**src/cwu_pkg.sv**
```systemverilog
// Purpose: Shared constants and types of the complementary waveform unit.
// Assumes: 8-bit register data, 3-bit register index, one 125 MHz clock.
// Notes: Summary of operation
package cwu_pkg;
  // Register indices on the plain register port.
  localparam logic [2:0] ADDR_OUT_CTRL = 3'h0;
  localparam logic [2:0] ADDR_IN_SEL = 3'h1;
  localparam logic [2:0] ADDR_SD_CTRL = 3'h2;
  localparam logic [2:0] ADDR_RISE_DB = 3'h3;
  localparam logic [2:0] ADDR_FALL_DB = 3'h4;
  localparam logic [2:0] ADDR_INT_STAT = 3'h5;
  localparam logic [2:0] ADDR_INT_CLR = 3'h6;
  localparam logic [2:0] ADDR_INT_EN = 3'h7;
  // Field positions of the output control register.
  localparam int OC_OE_A = 0;
  localparam int OC_OE_B = 1;
  localparam int OC_POL_A = 3;
  localparam int OC_POL_B = 4;
  localparam int OC_CLK_SEL = 5;
  localparam int OC_EN = 7;
  // Field positions of the shutdown control register.
  localparam int SD_SRC_LO = 0;
  localparam int SD_LVL_A = 4;
  localparam int SD_LVL_B = 5;
  localparam int SD_ARSEN = 6;
  localparam int SD_FLAG = 7;
  // Interrupt status bit positions.
  localparam int IRQ_SHUT = 0;
  localparam int IRQ_RESUME = 1;
  // Widths of fields.
  localparam int DATA_W = 8;
  localparam int DB_W = 6;
  localparam int SEL_W = 2;
  localparam int NSD = 2;
  localparam int NIRQ = 2;
  // Reset values.
  localparam logic [7:0] RST_ZERO = 8'h00;
  localparam logic [5:0] DB_ZERO = 6'h00;
  // Clock select value that picks the fast oscillator rate.
  localparam logic CLK_FAST = 1'b0;
  // Default divider ratio for the slow tick source.
  localparam int SLOW_DIV = 4;
  // Waveform states.
  typedef enum logic [1:0] {
    CWU_OVR = 2'b00,
    CWU_WAIT = 2'b01,
    CWU_RUN = 2'b10
  } cwu_state_t;
endpackage : cwu_pkg

```
**src/cwu_ctrl.sv**
```systemverilog
// Purpose: Complementary waveform unit with dead-band and auto-shutdown.
// Assumes: Pins and sleep come from outside and are synchronised here.
// Notes: Generator rate is a tick enable; fast rate ticks every cycle.
`timescale 1ns/1ps
module cwu_ctrl #(
  parameter int NIN = 4,
  parameter int DIV = cwu_pkg::SLOW_DIV
) (
  input wire logic ref_clk,
  input wire logic rst_n,
  input wire logic [2:0] addr,
  input wire logic [7:0] wdata,
  input wire logic wr_stb,
  input wire logic rd_stb,
  output logic [7:0] rdata,
  input wire logic [NIN-1:0] wave_in,
  input wire logic [cwu_pkg::NSD-1:0] shutdown_in,
  input wire logic sleep_in,
  output logic output_a_pin,
  output logic output_a_pin_oe,
  output logic output_b_pin,
  output logic output_b_pin_oe,
  output logic fast_osc_hold,
  output logic irq
);
  // Configuration registers.
  logic [7:0] out_ctrl_r;
  logic [cwu_pkg::SEL_W-1:0] in_sel_r;
  logic [cwu_pkg::NSD-1:0] sd_src_r;
  logic lvl_a_r;
  logic lvl_b_r;
  logic arsen_r;
  logic flag_r;
  logic flag_nxt;
  logic [cwu_pkg::DB_W-1:0] rise_db_r;
  logic [cwu_pkg::DB_W-1:0] fall_db_r;
  logic [cwu_pkg::NIRQ-1:0] int_stat_r;
  logic [cwu_pkg::NIRQ-1:0] int_en_r;
  logic [7:0] rdata_r;
  // Synchronisers.
  logic [NIN-1:0] in_s1_r;
  logic [NIN-1:0] in_s2_r;
  logic [cwu_pkg::NSD-1:0] sd_s1_r;
  logic [cwu_pkg::NSD-1:0] sd_s2_r;
  logic sleep_s1_r;
  logic sleep_s2_r;
  // Tick generation and waveform state.
  logic [7:0] div_r;
  logic slow_tick;
  logic tick;
  logic wave;
  logic wave_prev_r;
  logic wave_rise;
  cwu_pkg::cwu_state_t state_r;
  cwu_pkg::cwu_state_t state_nxt;
  logic [1:0] db_in;
  logic [1:0] db_out;
  logic [cwu_pkg::DB_W-1:0] db_cnt [2];
  logic enable;
  logic sd_any;
  logic wr_sd;
  logic ev_shut;
  logic ev_resume;
  logic pin_a_r;
  logic pin_b_r;
  logic oe_a_r;
  logic oe_b_r;
  logic hold_r;
  logic irq_r;

  assign enable = out_ctrl_r[cwu_pkg::OC_EN];
  assign wr_sd = wr_stb && (addr == cwu_pkg::ADDR_SD_CTRL);

  // Two flip-flops on every pin before any logic looks at it.
  always_ff @(posedge ref_clk or negedge rst_n) begin
    if (!rst_n) begin
      in_s1_r <= '0;
      in_s2_r <= '0;
      sd_s1_r <= '0;
      sd_s2_r <= '0;
      sleep_s1_r <= 1'b0;
      sleep_s2_r <= 1'b0;
    end else begin
      in_s1_r <= wave_in;
      in_s2_r <= in_s1_r;
      sd_s1_r <= shutdown_in;
      sd_s2_r <= sd_s1_r;
      sleep_s1_r <= sleep_in;
      sleep_s2_r <= sleep_s1_r;
    end
  end

  // Slow tick divider; the generator ignores the sleep state entirely.
  always_ff @(posedge ref_clk or negedge rst_n) begin
    if (!rst_n) begin
      div_r <= '0;
    end else if (div_r == 8'(DIV - 1)) begin
      div_r <= '0;
    end else begin
      div_r <= div_r + 8'h01;
    end
  end

  assign slow_tick = (div_r == 8'(DIV - 1));
  // Selected generator rate, independent of any system clock.
  assign tick = (out_ctrl_r[cwu_pkg::OC_CLK_SEL] == cwu_pkg::CLK_FAST)
    ? 1'b1 : slow_tick;

  // Selected input source and its rising edge at the generator rate.
  assign wave = in_s2_r[in_sel_r];
  assign wave_rise = wave && !wave_prev_r;

  always_ff @(posedge ref_clk or negedge rst_n) begin
    if (!rst_n) begin
      wave_prev_r <= 1'b0;
    end else if (tick) begin
      wave_prev_r <= wave;
    end
  end

  // Any selected shutdown source high.
  assign sd_any = |(sd_s2_r & sd_src_r);

  // Flag update: a set always wins over a clear in the same cycle.
  always_comb begin
    flag_nxt = flag_r;
    if (sd_any) begin
      flag_nxt = 1'b1;
    end else if (wr_sd && wdata[cwu_pkg::SD_FLAG]) begin
      flag_nxt = 1'b1;
    end else if (wr_sd && !wdata[cwu_pkg::SD_FLAG]) begin
      flag_nxt = 1'b0;
    end else if (arsen_r) begin
      flag_nxt = 1'b0;
    end
  end

  // Shutdown control register, with the flag kept live by hardware.
  always_ff @(posedge ref_clk or negedge rst_n) begin
    if (!rst_n) begin
      flag_r <= 1'b0;
      arsen_r <= 1'b0;
      lvl_a_r <= 1'b0;
      lvl_b_r <= 1'b0;
      sd_src_r <= '0;
    end else begin
      flag_r <= flag_nxt;
      if (wr_sd) begin
        arsen_r <= wdata[cwu_pkg::SD_ARSEN];
        lvl_a_r <= wdata[cwu_pkg::SD_LVL_A];
        lvl_b_r <= wdata[cwu_pkg::SD_LVL_B];
        sd_src_r <= wdata[cwu_pkg::SD_SRC_LO +: cwu_pkg::NSD];
      end
    end
  end

  // Remaining configuration registers.
  always_ff @(posedge ref_clk or negedge rst_n) begin
    if (!rst_n) begin
      out_ctrl_r <= cwu_pkg::RST_ZERO;
      in_sel_r <= '0;
      rise_db_r <= cwu_pkg::DB_ZERO;
      fall_db_r <= cwu_pkg::DB_ZERO;
      int_en_r <= '0;
    end else if (wr_stb) begin
      case (addr)
        cwu_pkg::ADDR_OUT_CTRL: begin
          out_ctrl_r <= wdata;
        end
        cwu_pkg::ADDR_IN_SEL: begin
          in_sel_r <= wdata[cwu_pkg::SEL_W-1:0];
        end
        cwu_pkg::ADDR_RISE_DB: begin
          rise_db_r <= wdata[cwu_pkg::DB_W-1:0];
        end
        cwu_pkg::ADDR_FALL_DB: begin
          fall_db_r <= wdata[cwu_pkg::DB_W-1:0];
        end
        cwu_pkg::ADDR_INT_EN: begin
          int_en_r <= wdata[cwu_pkg::NIRQ-1:0];
        end
        default: begin
        end
      endcase
    end
  end

  // Waveform state: starts in override, waits for a rising input edge.
  always_comb begin
    state_nxt = state_r;
    case (state_r)
      cwu_pkg::CWU_OVR: begin
        if (enable && !flag_r) begin
          state_nxt = cwu_pkg::CWU_WAIT;
        end
      end
      cwu_pkg::CWU_WAIT: begin
        if (tick && wave_rise) begin
          state_nxt = cwu_pkg::CWU_RUN;
        end
      end
      cwu_pkg::CWU_RUN: begin
        state_nxt = cwu_pkg::CWU_RUN;
      end
      default: begin
        state_nxt = cwu_pkg::CWU_OVR;
      end
    endcase
    if (!enable || flag_r) begin
      state_nxt = cwu_pkg::CWU_OVR;
    end
  end

  always_ff @(posedge ref_clk or negedge rst_n) begin
    if (!rst_n) begin
      state_r <= cwu_pkg::CWU_OVR;
    end else begin
      state_r <= state_nxt;
    end
  end

  // Dead-band inputs: A follows the input, B its complement.
  assign db_in[0] = wave && (state_r == cwu_pkg::CWU_RUN);
  assign db_in[1] = !wave && (state_r == cwu_pkg::CWU_RUN);
  assign db_cnt[0] = rise_db_r;
  assign db_cnt[1] = fall_db_r;

  // One dead-band delay per output delays its turn-on edge.
  genvar g;
  generate
    for (g = 0; g < 2; g++) begin : g_db
      cwu_deadband #(
        .W(cwu_pkg::DB_W)
      ) u_db (
        .ref_clk(ref_clk),
        .rst_n(rst_n),
        .tick(tick),
        .level_in(db_in[g]),
        .count(db_cnt[g]),
        .level_out(db_out[g])
      );
    end
  endgenerate

  // Output pins: override levels bypass polarity, drive gated by enables.
  always_ff @(posedge ref_clk or negedge rst_n) begin
    if (!rst_n) begin
      pin_a_r <= 1'b0;
      pin_b_r <= 1'b0;
      oe_a_r <= 1'b0;
      oe_b_r <= 1'b0;
    end else begin
      oe_a_r <= enable && out_ctrl_r[cwu_pkg::OC_OE_A];
      oe_b_r <= enable && out_ctrl_r[cwu_pkg::OC_OE_B];
      if (state_r != cwu_pkg::CWU_RUN) begin
        pin_a_r <= lvl_a_r;
        pin_b_r <= lvl_b_r;
      end else begin
        pin_a_r <= db_out[0] ^ out_ctrl_r[cwu_pkg::OC_POL_A];
        pin_b_r <= db_out[1] ^ out_ctrl_r[cwu_pkg::OC_POL_B];
      end
    end
  end

  // Keep the fast oscillator alive in sleep while it clocks the generator.
  always_ff @(posedge ref_clk or negedge rst_n) begin
    if (!rst_n) begin
      hold_r <= 1'b0;
    end else begin
      hold_r <= enable && sleep_s2_r &&
        (out_ctrl_r[cwu_pkg::OC_CLK_SEL] == cwu_pkg::CLK_FAST);
    end
  end

  // Events: flag rising, and normal operation resuming.
  assign ev_shut = flag_nxt && !flag_r;
  assign ev_resume = (state_nxt == cwu_pkg::CWU_RUN) &&
    (state_r == cwu_pkg::CWU_WAIT);

  // Sticky status; a new event beats a clear in the same cycle.
  always_ff @(posedge ref_clk or negedge rst_n) begin
    if (!rst_n) begin
      int_stat_r <= '0;
    end else begin
      if (wr_stb && (addr == cwu_pkg::ADDR_INT_CLR)) begin
        int_stat_r[cwu_pkg::IRQ_SHUT] <= ev_shut ||
          (int_stat_r[cwu_pkg::IRQ_SHUT] && !wdata[cwu_pkg::IRQ_SHUT]);
        int_stat_r[cwu_pkg::IRQ_RESUME] <= ev_resume ||
          (int_stat_r[cwu_pkg::IRQ_RESUME] &&
           !wdata[cwu_pkg::IRQ_RESUME]);
      end else begin
        int_stat_r[cwu_pkg::IRQ_SHUT] <=
          int_stat_r[cwu_pkg::IRQ_SHUT] || ev_shut;
        int_stat_r[cwu_pkg::IRQ_RESUME] <=
          int_stat_r[cwu_pkg::IRQ_RESUME] || ev_resume;
      end
    end
  end

  // Level interrupt while any enabled status bit is set.
  always_ff @(posedge ref_clk or negedge rst_n) begin
    if (!rst_n) begin
      irq_r <= 1'b0;
    end else begin
      irq_r <= |(int_stat_r & int_en_r);
    end
  end

  // Read data, valid in the cycle after the read strobe only.
  always_ff @(posedge ref_clk or negedge rst_n) begin
    if (!rst_n) begin
      rdata_r <= cwu_pkg::RST_ZERO;
    end else if (!rd_stb) begin
      rdata_r <= cwu_pkg::RST_ZERO;
    end else begin
      rdata_r <= cwu_pkg::RST_ZERO;
      case (addr)
        cwu_pkg::ADDR_OUT_CTRL: begin
          rdata_r <= out_ctrl_r;
        end
        cwu_pkg::ADDR_IN_SEL: begin
          rdata_r[cwu_pkg::SEL_W-1:0] <= in_sel_r;
        end
        cwu_pkg::ADDR_SD_CTRL: begin
          rdata_r[cwu_pkg::SD_FLAG] <= flag_r;
          rdata_r[cwu_pkg::SD_ARSEN] <= arsen_r;
          rdata_r[cwu_pkg::SD_LVL_B] <= lvl_b_r;
          rdata_r[cwu_pkg::SD_LVL_A] <= lvl_a_r;
          rdata_r[cwu_pkg::SD_SRC_LO +: cwu_pkg::NSD] <= sd_src_r;
        end
        cwu_pkg::ADDR_RISE_DB: begin
          rdata_r[cwu_pkg::DB_W-1:0] <= rise_db_r;
        end
        cwu_pkg::ADDR_FALL_DB: begin
          rdata_r[cwu_pkg::DB_W-1:0] <= fall_db_r;
        end
        cwu_pkg::ADDR_INT_STAT: begin
          rdata_r[cwu_pkg::NIRQ-1:0] <= int_stat_r;
        end
        cwu_pkg::ADDR_INT_EN: begin
          rdata_r[cwu_pkg::NIRQ-1:0] <= int_en_r;
        end
        default: begin
          rdata_r <= cwu_pkg::RST_ZERO;
        end
      endcase
    end
  end

  // Outputs straight from flip-flops.
  assign rdata = rdata_r;
  assign output_a_pin = pin_a_r;
  assign output_b_pin = pin_b_r;
  assign output_a_pin_oe = oe_a_r;
  assign output_b_pin_oe = oe_b_r;
  assign fast_osc_hold = hold_r;
  assign irq = irq_r;
endmodule : cwu_ctrl

```
**src/cwu_deadband.sv**
```systemverilog
// Purpose: Delays the turn-on edge of one output by a programmed tick count.
// Assumes: tick is a one-cycle enable on ref_clk.
// Notes: The turn-off edge passes through on the next clock.
`timescale 1ns/1ps
module cwu_deadband #(
  parameter int W = 6
) (
  input wire logic ref_clk,
  input wire logic rst_n,
  input wire logic tick,
  input wire logic level_in,
  input wire logic [W-1:0] count,
  output logic level_out
);
  logic [W-1:0] cnt_r;
  logic out_r;

  // Count ticks while the level is high, then raise the output.
  always_ff @(posedge ref_clk or negedge rst_n) begin
    if (!rst_n) begin
      cnt_r <= '0;
      out_r <= 1'b0;
    end else if (!level_in) begin
      cnt_r <= '0;
      out_r <= 1'b0;
    end else if (tick && !out_r) begin
      if (cnt_r >= count) begin
        out_r <= 1'b1;
      end else begin
        cnt_r <= cnt_r + W'(1);
      end
    end
  end

  assign level_out = out_r;
endmodule : cwu_deadband

```
**config.mk**
```make
export PLATFORM = sky130hd
export DESIGN_NAME = cwu_ctrl
export DESIGN_NICKNAME = d
export VERILOG_FILES = /design/src/cwu_pkg.sv /design/src/cwu_ctrl.sv /design/src/cwu_deadband.sv
export SDC_FILE = /design/constraint.sdc
export NUM_CORES = 1
export LEC_CHECK = 0
export ABC_AREA = 1
export BUFFER_PORTS_ARGS = -buffer_cell sky130_fd_sc_hd__buf_2
export CAP_MARGIN = 25
export CORE_MARGIN = 1
export CORE_UTILIZATION = 35
export CTS_CLUSTER_SIZE = 16
export DETAILED_ROUTE_END_ITERATION = 16
export PLACE_DENSITY = 0.54
export SETUP_SLACK_MARGIN = 0.5
export SLEW_MARGIN = 20
export SYNTH_ARGS = -nofsm -noshare
export SYNTH_HDL_FRONTEND = slang
export SYNTH_SLANG_ARGS = --single-unit
export TNS_END_PERCENT = 10
```
**constraint.sdc**
```tcl
create_clock -name ref_clk -period 1.61 [get_ports ref_clk]
set_input_delay 0.483 -clock ref_clk [delete_from_list [all_inputs] [get_ports ref_clk]]
set_output_delay 0.483 -clock ref_clk [all_outputs]
set_load 0.005 [all_outputs]
```
### Word-level counts from Yosys, hierarchy flattened

Index checks and enable logic that the tools add are counted.

* output and inout bits: 14
* input port bits: 22
* word-level logic and storage cells: 138
* bits in registers: 85

* reductions and logical operators: 46
* bitwise logic cells: 5
* muxes and demuxes: 32
* add/subtract/negate cells: 3
* $lt $le $gt $ge: 3
* eq/ne operators: 18

Operator list (number)
* 6-bit 2-to-1 mux: 6
* 1-bit logical AND: 19
* 2-bit AND reduction: 9
* 8-bit 2-to-1 mux: 2
* 1-bit 2-to-1 mux: 14
* 2-bit inequality test, second input constant: 7
* 2-bit one-hot mux with 7 select lines: 1
* 6-bit by 1-bit adder with 6-bit output, second input constant: 2
* 3-bit == test, second input constant: 4
* 6-bit greater-or-equal comparator: 2
* 2-bit one-hot mux with 3 select lines: 2
* 1-bit logical NOT: 9
* 8-bit by 1-bit adder with 8-bit output, second input constant: 1
* 8-bit by 2-bit == test with 1-bit output, second input constant: 1
* 2-bit 2-to-1 mux: 4
* 2-bit one-hot mux with 4 select lines: 1
* 3-bit by 2-bit == test with 1-bit output, second input constant: 2
* 1-bit logical OR: 5
* 2-bit bitwise AND: 2
* 2-bit == test, second input constant: 2
* 2-bit one-hot mux with 2 select lines: 1
* 2-bit OR reduction: 2
* 3-bit by 1-bit == test with 1-bit output, second input constant: 1
* 3-bit logical NOT: 1
* 6 further kinds: 7

### Logic depth before layout (Yosys ltp)

* word-level depth: 11
* mapped depth: 12

### Modules after synthesis

From an unflattened synthesis, not the netlist that was laid out.

* cells, all modules: 482
* area, all modules: 4210.3 sq um

By module, submodules not included
* cwu_ctrl: cells each 318, instances 1, seq. area each 1776.7 sq um, area each 3006.6 sq um
* cwu_deadband: cells each 82, instances 2, seq. area each 175.2 sq um, area each 601.8 sq um

### Least setup slack after synthesis

Ideal clock, no wire load.

* path type: register to register
* from: register g_db[0].u_db.cnt_r[0]
* to: register g_db[0].u_db.cnt_r[0]
* arrival: 1322 ps
* slack: 172 ps
* stages on the path, launching flop included: 13
* path buffers: 0
* cell sequence: dfrtp_1 inv_1 ha_1 inv_1 nand2_1 nand2_1 nand2_1 nand2_1 nand2_1 nand2_2 nand2_2 nand2_1 nand2_1

* longest elaborated chain between the ends: 4

RTL lines
* from (decl): RTL line cwu_deadband.sv:15 `logic [W-1:0] cnt_r;`
* from (signal assigned): RTL line cwu_deadband.sv:30 `cnt_r <= cnt_r + W'(1);`
* 6-bit by 1-bit adder with 6-bit output: RTL line cwu_deadband.sv:30
* 6-bit 2-to-1 mux: RTL line cwu_deadband.sv:27 `if (cnt_r >= count) begin`
* 6-bit 2-to-1 mux: RTL line cwu_deadband.sv:26 `end else if (tick && !out_r) begin`
* 6-bit 2-to-1 mux: RTL line cwu_deadband.sv:23 `end else if (!level_in) begin`

Parallel ways exist; a longest one is shown, timed or not. The select of a mux whose other input is x is not followed.
A chain may end at the register's enable or synchronous reset.

### Final worst setup path

* from: register rise_db_r[3] (netlist bit)
* to: register g_db[0].u_db.cnt_r[4]

* longest elaborated chain between the ends: 3

RTL lines
* from (decl): RTL line cwu_ctrl.sv:35 `logic [cwu_pkg::DB_W-1:0] rise_db_r;`
* from (signal assigned): RTL line cwu_ctrl.sv:162 `rise_db_r <= cwu_pkg::DB_ZERO;`
* from (signal assigned): RTL line cwu_ctrl.sv:174 `rise_db_r <= wdata[cwu_pkg::DB_W-1:0];`
* 6-bit greater-or-equal comparator: RTL line cwu_deadband.sv:27
* 2-bit inequality test (no line)
* 2-bit AND reduction (no line)

Every way passes these cells.

==> reports/qor.txt <==
outcome -> completed
row count -> 38
CTS buffer count -> 9
combinational share of power -> 15.3%
Mapped Area -> 4060 sq um
max frequency -> 683 MHz
Fillers -> 1,051
ys async rst share -> 100%
Post-Syn Area per Cell -> 8.59 sq um
Placer Congestion -> 0.822
Final Hold Viols -> 0
Total GRT Usage -> 16.8%
Max-slew headroom -> 74.4%
Worst Skew -> 0.0100 ns
Post-Synth XOR/XNOR Area -> 2.37%
post-synthesis adder-cell area fraction -> 4.62%
Clock Tree Buf Depth -> 2
Initial Util -> 36.7%
Worst Path Required -> 1.84 ns
R2R Setup Slk -> 0.15 ns
post-synthesis mux area share -> 0.370%
Pleak -> 2.70 nW
vias -> 3,153
switch share -> 27.4%
Antenna diodes -> 0
post-synth top area cell -> dfrtp_1
Power Density -> 1100 nW/um^2
top cell type's share of synthesized area -> 52.4%
HP Class -> in -> async
dpl hpwl -> 6490 um
critical path class -> reg -> reg
synth warn -> 0
largest cells by area after synthesis -> dfrtp_1 52%, nand2_1 14%, inv_1 5.9%
final setup fails -> 0
maxcap violations -> 0
GRT Residual Overflow -> 0
first-pass GRT wire length -> 15,100 um
RSZ-0062 raised after global routing -> yes
Worst Path Arrival -> 1.69 ns
Die Ht -> 110 um
CTS Sinks -> 85
multi-input logic area -> 1820 sq um
initial antenna violation count -> 0
Mapped Nets -> 510
total negative slack -> 0 ns
1st-pass router iterations -> 5
Max VDD drop -> 0.600 mV
Die W -> 110 um
area post-placement -> 4540 sq um
Synth Area in Compound Gates -> 6.90%
Min Clock Period, post-route -> 1.46 ns
Final Cell Area -> 5140 sq um
Final #Nets -> 580
crit start category -> register
crit-path max FO -> 6
later-pin clock latency in the skew report -> 0.34 ns
DRC Markers -> 0
Iter 0 DRT Violations -> 125
clock power share -> 39.9%
Final Cycle Share -> 90.9%
Cell Int Power -> 4.10 mW
NetSw -> 1.55 mW
EDFF count, synth -> 0
Main synth FF type -> dfrtp_1
DRT antenna net count -> 0
Reg area -> 2130 sq um
Gate Count Post-Synth -> 473
largest net degree at the start of global routing -> 38
Port Buffers -> 35
Distinct cells, synth -> 31
die area -> 12,000 sq um
Root Driver -> clkbuf_16
Least-Margin Pin Slew -> 0.384 ns
Crit. End Element -> register
largest family of logic cells by synthesized area -> simple AND/OR/NAND/NOR gates
part of the power in registers -> 44.8%
wire per inst -> 13.0 um
Synth Area in Simple Gates -> 25.9%
drt total wl -> 8910 um
fraction of layout cells with a size suffix above 1 -> 28.8%
synthesized flop and latch total -> 85
DR vias/cell -> 4.58
area grow syn2layout -> 26.5%
vias in the first global route -> 3,054
Seq/Total Area, Yosys -> 52.4%
Tot Pwr -> 5.65 mW
H-tree Lvls -> 3
Final Slew Violations -> 0
clk slew on worst S/H paths -> 0.07 ns
core footprint -> 11,100 sq um
IO Count -> 36
CTS tree -> yes
-- metal layers --
layer / up-vias / track usage [%] / wire length, um
met1: 1483 / 22.1 / 4240
met3: 11 / 3.73 / 230
met5: - / 0 / 0
met2: 36 / 27.4 / 4340
met4: 0 / 4.95 / 108
li1: 1623 / - / -
-- state kept, by name (all words and copies together) (netlist names), 4 cells and up --
name             cells
g_db.u_db.cnt_r     12
div_r                8
out_ctrl_r           8
rdata                8
fall_db_r            6
rise_db_r            6
in_s1_r              4
in_s2_r              4
-- synth_stat cells, types with 2 or more instances --
| library cell | n |
|---|---|
| nand2_4 | 2 |
| xnor2_1 | 6 |
| inv_2 | 5 |
| nand2_1 | 148 |
| nand3_2 | 3 |
| buf_6 | 2 |
| nand4_1 | 5 |
| dfrtp_1 | 85 |
| xor2_1 | 5 |
| nand2_2 | 9 |
| buf_2 | 3 |
| o22ai_1 | 2 |
| o21ai_1 | 3 |
| o21ai_2 | 6 |
| nand3_1 | 31 |
| nor2_4 | 2 |
| ha_1 | 15 |
| nor2_1 | 31 |
| o221ai_1 | 2 |
| o21ai_0 | 25 |
| a21oi_1 | 10 |
| inv_1 | 64 |
-- final timing paths --
| path | startpoint | end | cells after the start |
|---|---|---|---|
| worst max-delay path | rise_db_r[3] | g_db[0].u_db.cnt_r[4] | 10 |
| worst min-delay path | rst_n | arsen_r | 1 |
| worst max register to register | rise_db_r[3] | g_db[0].u_db.cnt_r[4] | 10 |
| worst min register to register | sleep_s1_r | sleep_s2_r | 0 |
| max in group asynchronous | rst_n | g_db[1].u_db.cnt_r[2] | 2 |
| min in group ref_clk | wave_in[2] | in_s1_r[2] | 1 |
-- through the flow --
| step | instances | hold WS, ns | util [%] | worst slack (ns) |
|---|---|---|---|---|
| after floorplan | 473 | 0.187 | - | 0.203 |
| after global placement | 661 | 0.334 | 41.0 | -0.00863 |
| after detailed placement | 661 | 0.336 | 41.0 | -0.00595 |
| after CTS | 682 | 0.0209 | 44.4 | 0.0926 |
| after global routing | 688 | 0.0310 | 46.4 | 0.0690 |
| final | 688 | 0.0175 | 46.4 | 0.146 |
-- cell families (layout without fill, tap and decap cells) --
family                   count (synthesis)  count (layout)
AO/OA/AOI/OAI                           49              49
XOR/XNOR                                11              11
adder cells (fa/ha/maj)                 15              15
buffers and inverters                   75             150
flip-flops                              85              85
multiplexers                             1               1
AND/OR/NAND/NOR                        237             237
-- critical path, stage by stage, from the launching register on --
cell and delay, ns:
dfrtp_1 0.38, inv_2 0.09, ha_4 0.21, nand2_1 0.06
nand2_1 0.07, a21oi_2 0.18, nand2_4 0.08, nand2_4 0.10
nand2_4 0.08, nand2_2 0.07, nand2_2 0.05
-- cells in the final DEF (no fill, tap or decap), types with 5 or more instances in the layout --
| cell | netlist | routed |
|---|---|---|
| nand4_1 | 5 | 5 |
| nand3_2 | 3 | 6 |
| nand2_2 | 9 | 20 |
| nand2_1 | 148 | 130 |
| o21ai_2 | 6 | 6 |
| xor2_1 | 5 | 5 |
| ha_1 | 15 | 8 |
| buf_2 | 3 | 34 |
| xnor2_1 | 6 | 6 |
| nand2_4 | 2 | 9 |
| ha_4 | 0 | 6 |
| nor2_1 | 31 | 29 |
| nand3_1 | 31 | 28 |
| buf_4 | 1 | 28 |
| inv_1 | 64 | 54 |
| clkbuf_16 | 0 | 9 |
| inv_2 | 5 | 15 |
| dfrtp_1 | 85 | 82 |
| o21ai_0 | 25 | 25 |
| a21oi_1 | 10 | 8 |
-- what timing repair did --
action / in CTS / in global routing
gates cloned: 0 / 0
hold buffers: 0 / 0
hold endpoints to repair: 0 / 0
endpoints found under the setup margin: 62 / 70
gates resized for setup: 7 / 47
pin swaps: 15 / 29
setup buffers: 5 / 6
-- cell type report --
class / count / share of cell area (%)
well taps: 140 / 3.41
flip-flops and latches: 85 / 41.4
multi-input cells: 313 / 35.4
inverters: 69 / 5.04
clock inverters: 7 / 1.90
repair buffers: 65 / 8.40
clock buffers: 9 / 4.38
-- power by group through the flow --
stage / clock network, mW / logic (mW) / registers, mW
floorplan: 0 / 0.464 / 2.53
global placement: 0 / 0.728 / 2.55
detailed placement: 0 / 0.740 / 2.56
CTS: 2.32 / 0.774 / 2.52
global route: 2.40 / 1.00 / 2.56
finish: 2.25 / 0.866 / 2.53
Power figures use the tool's default switching activity.
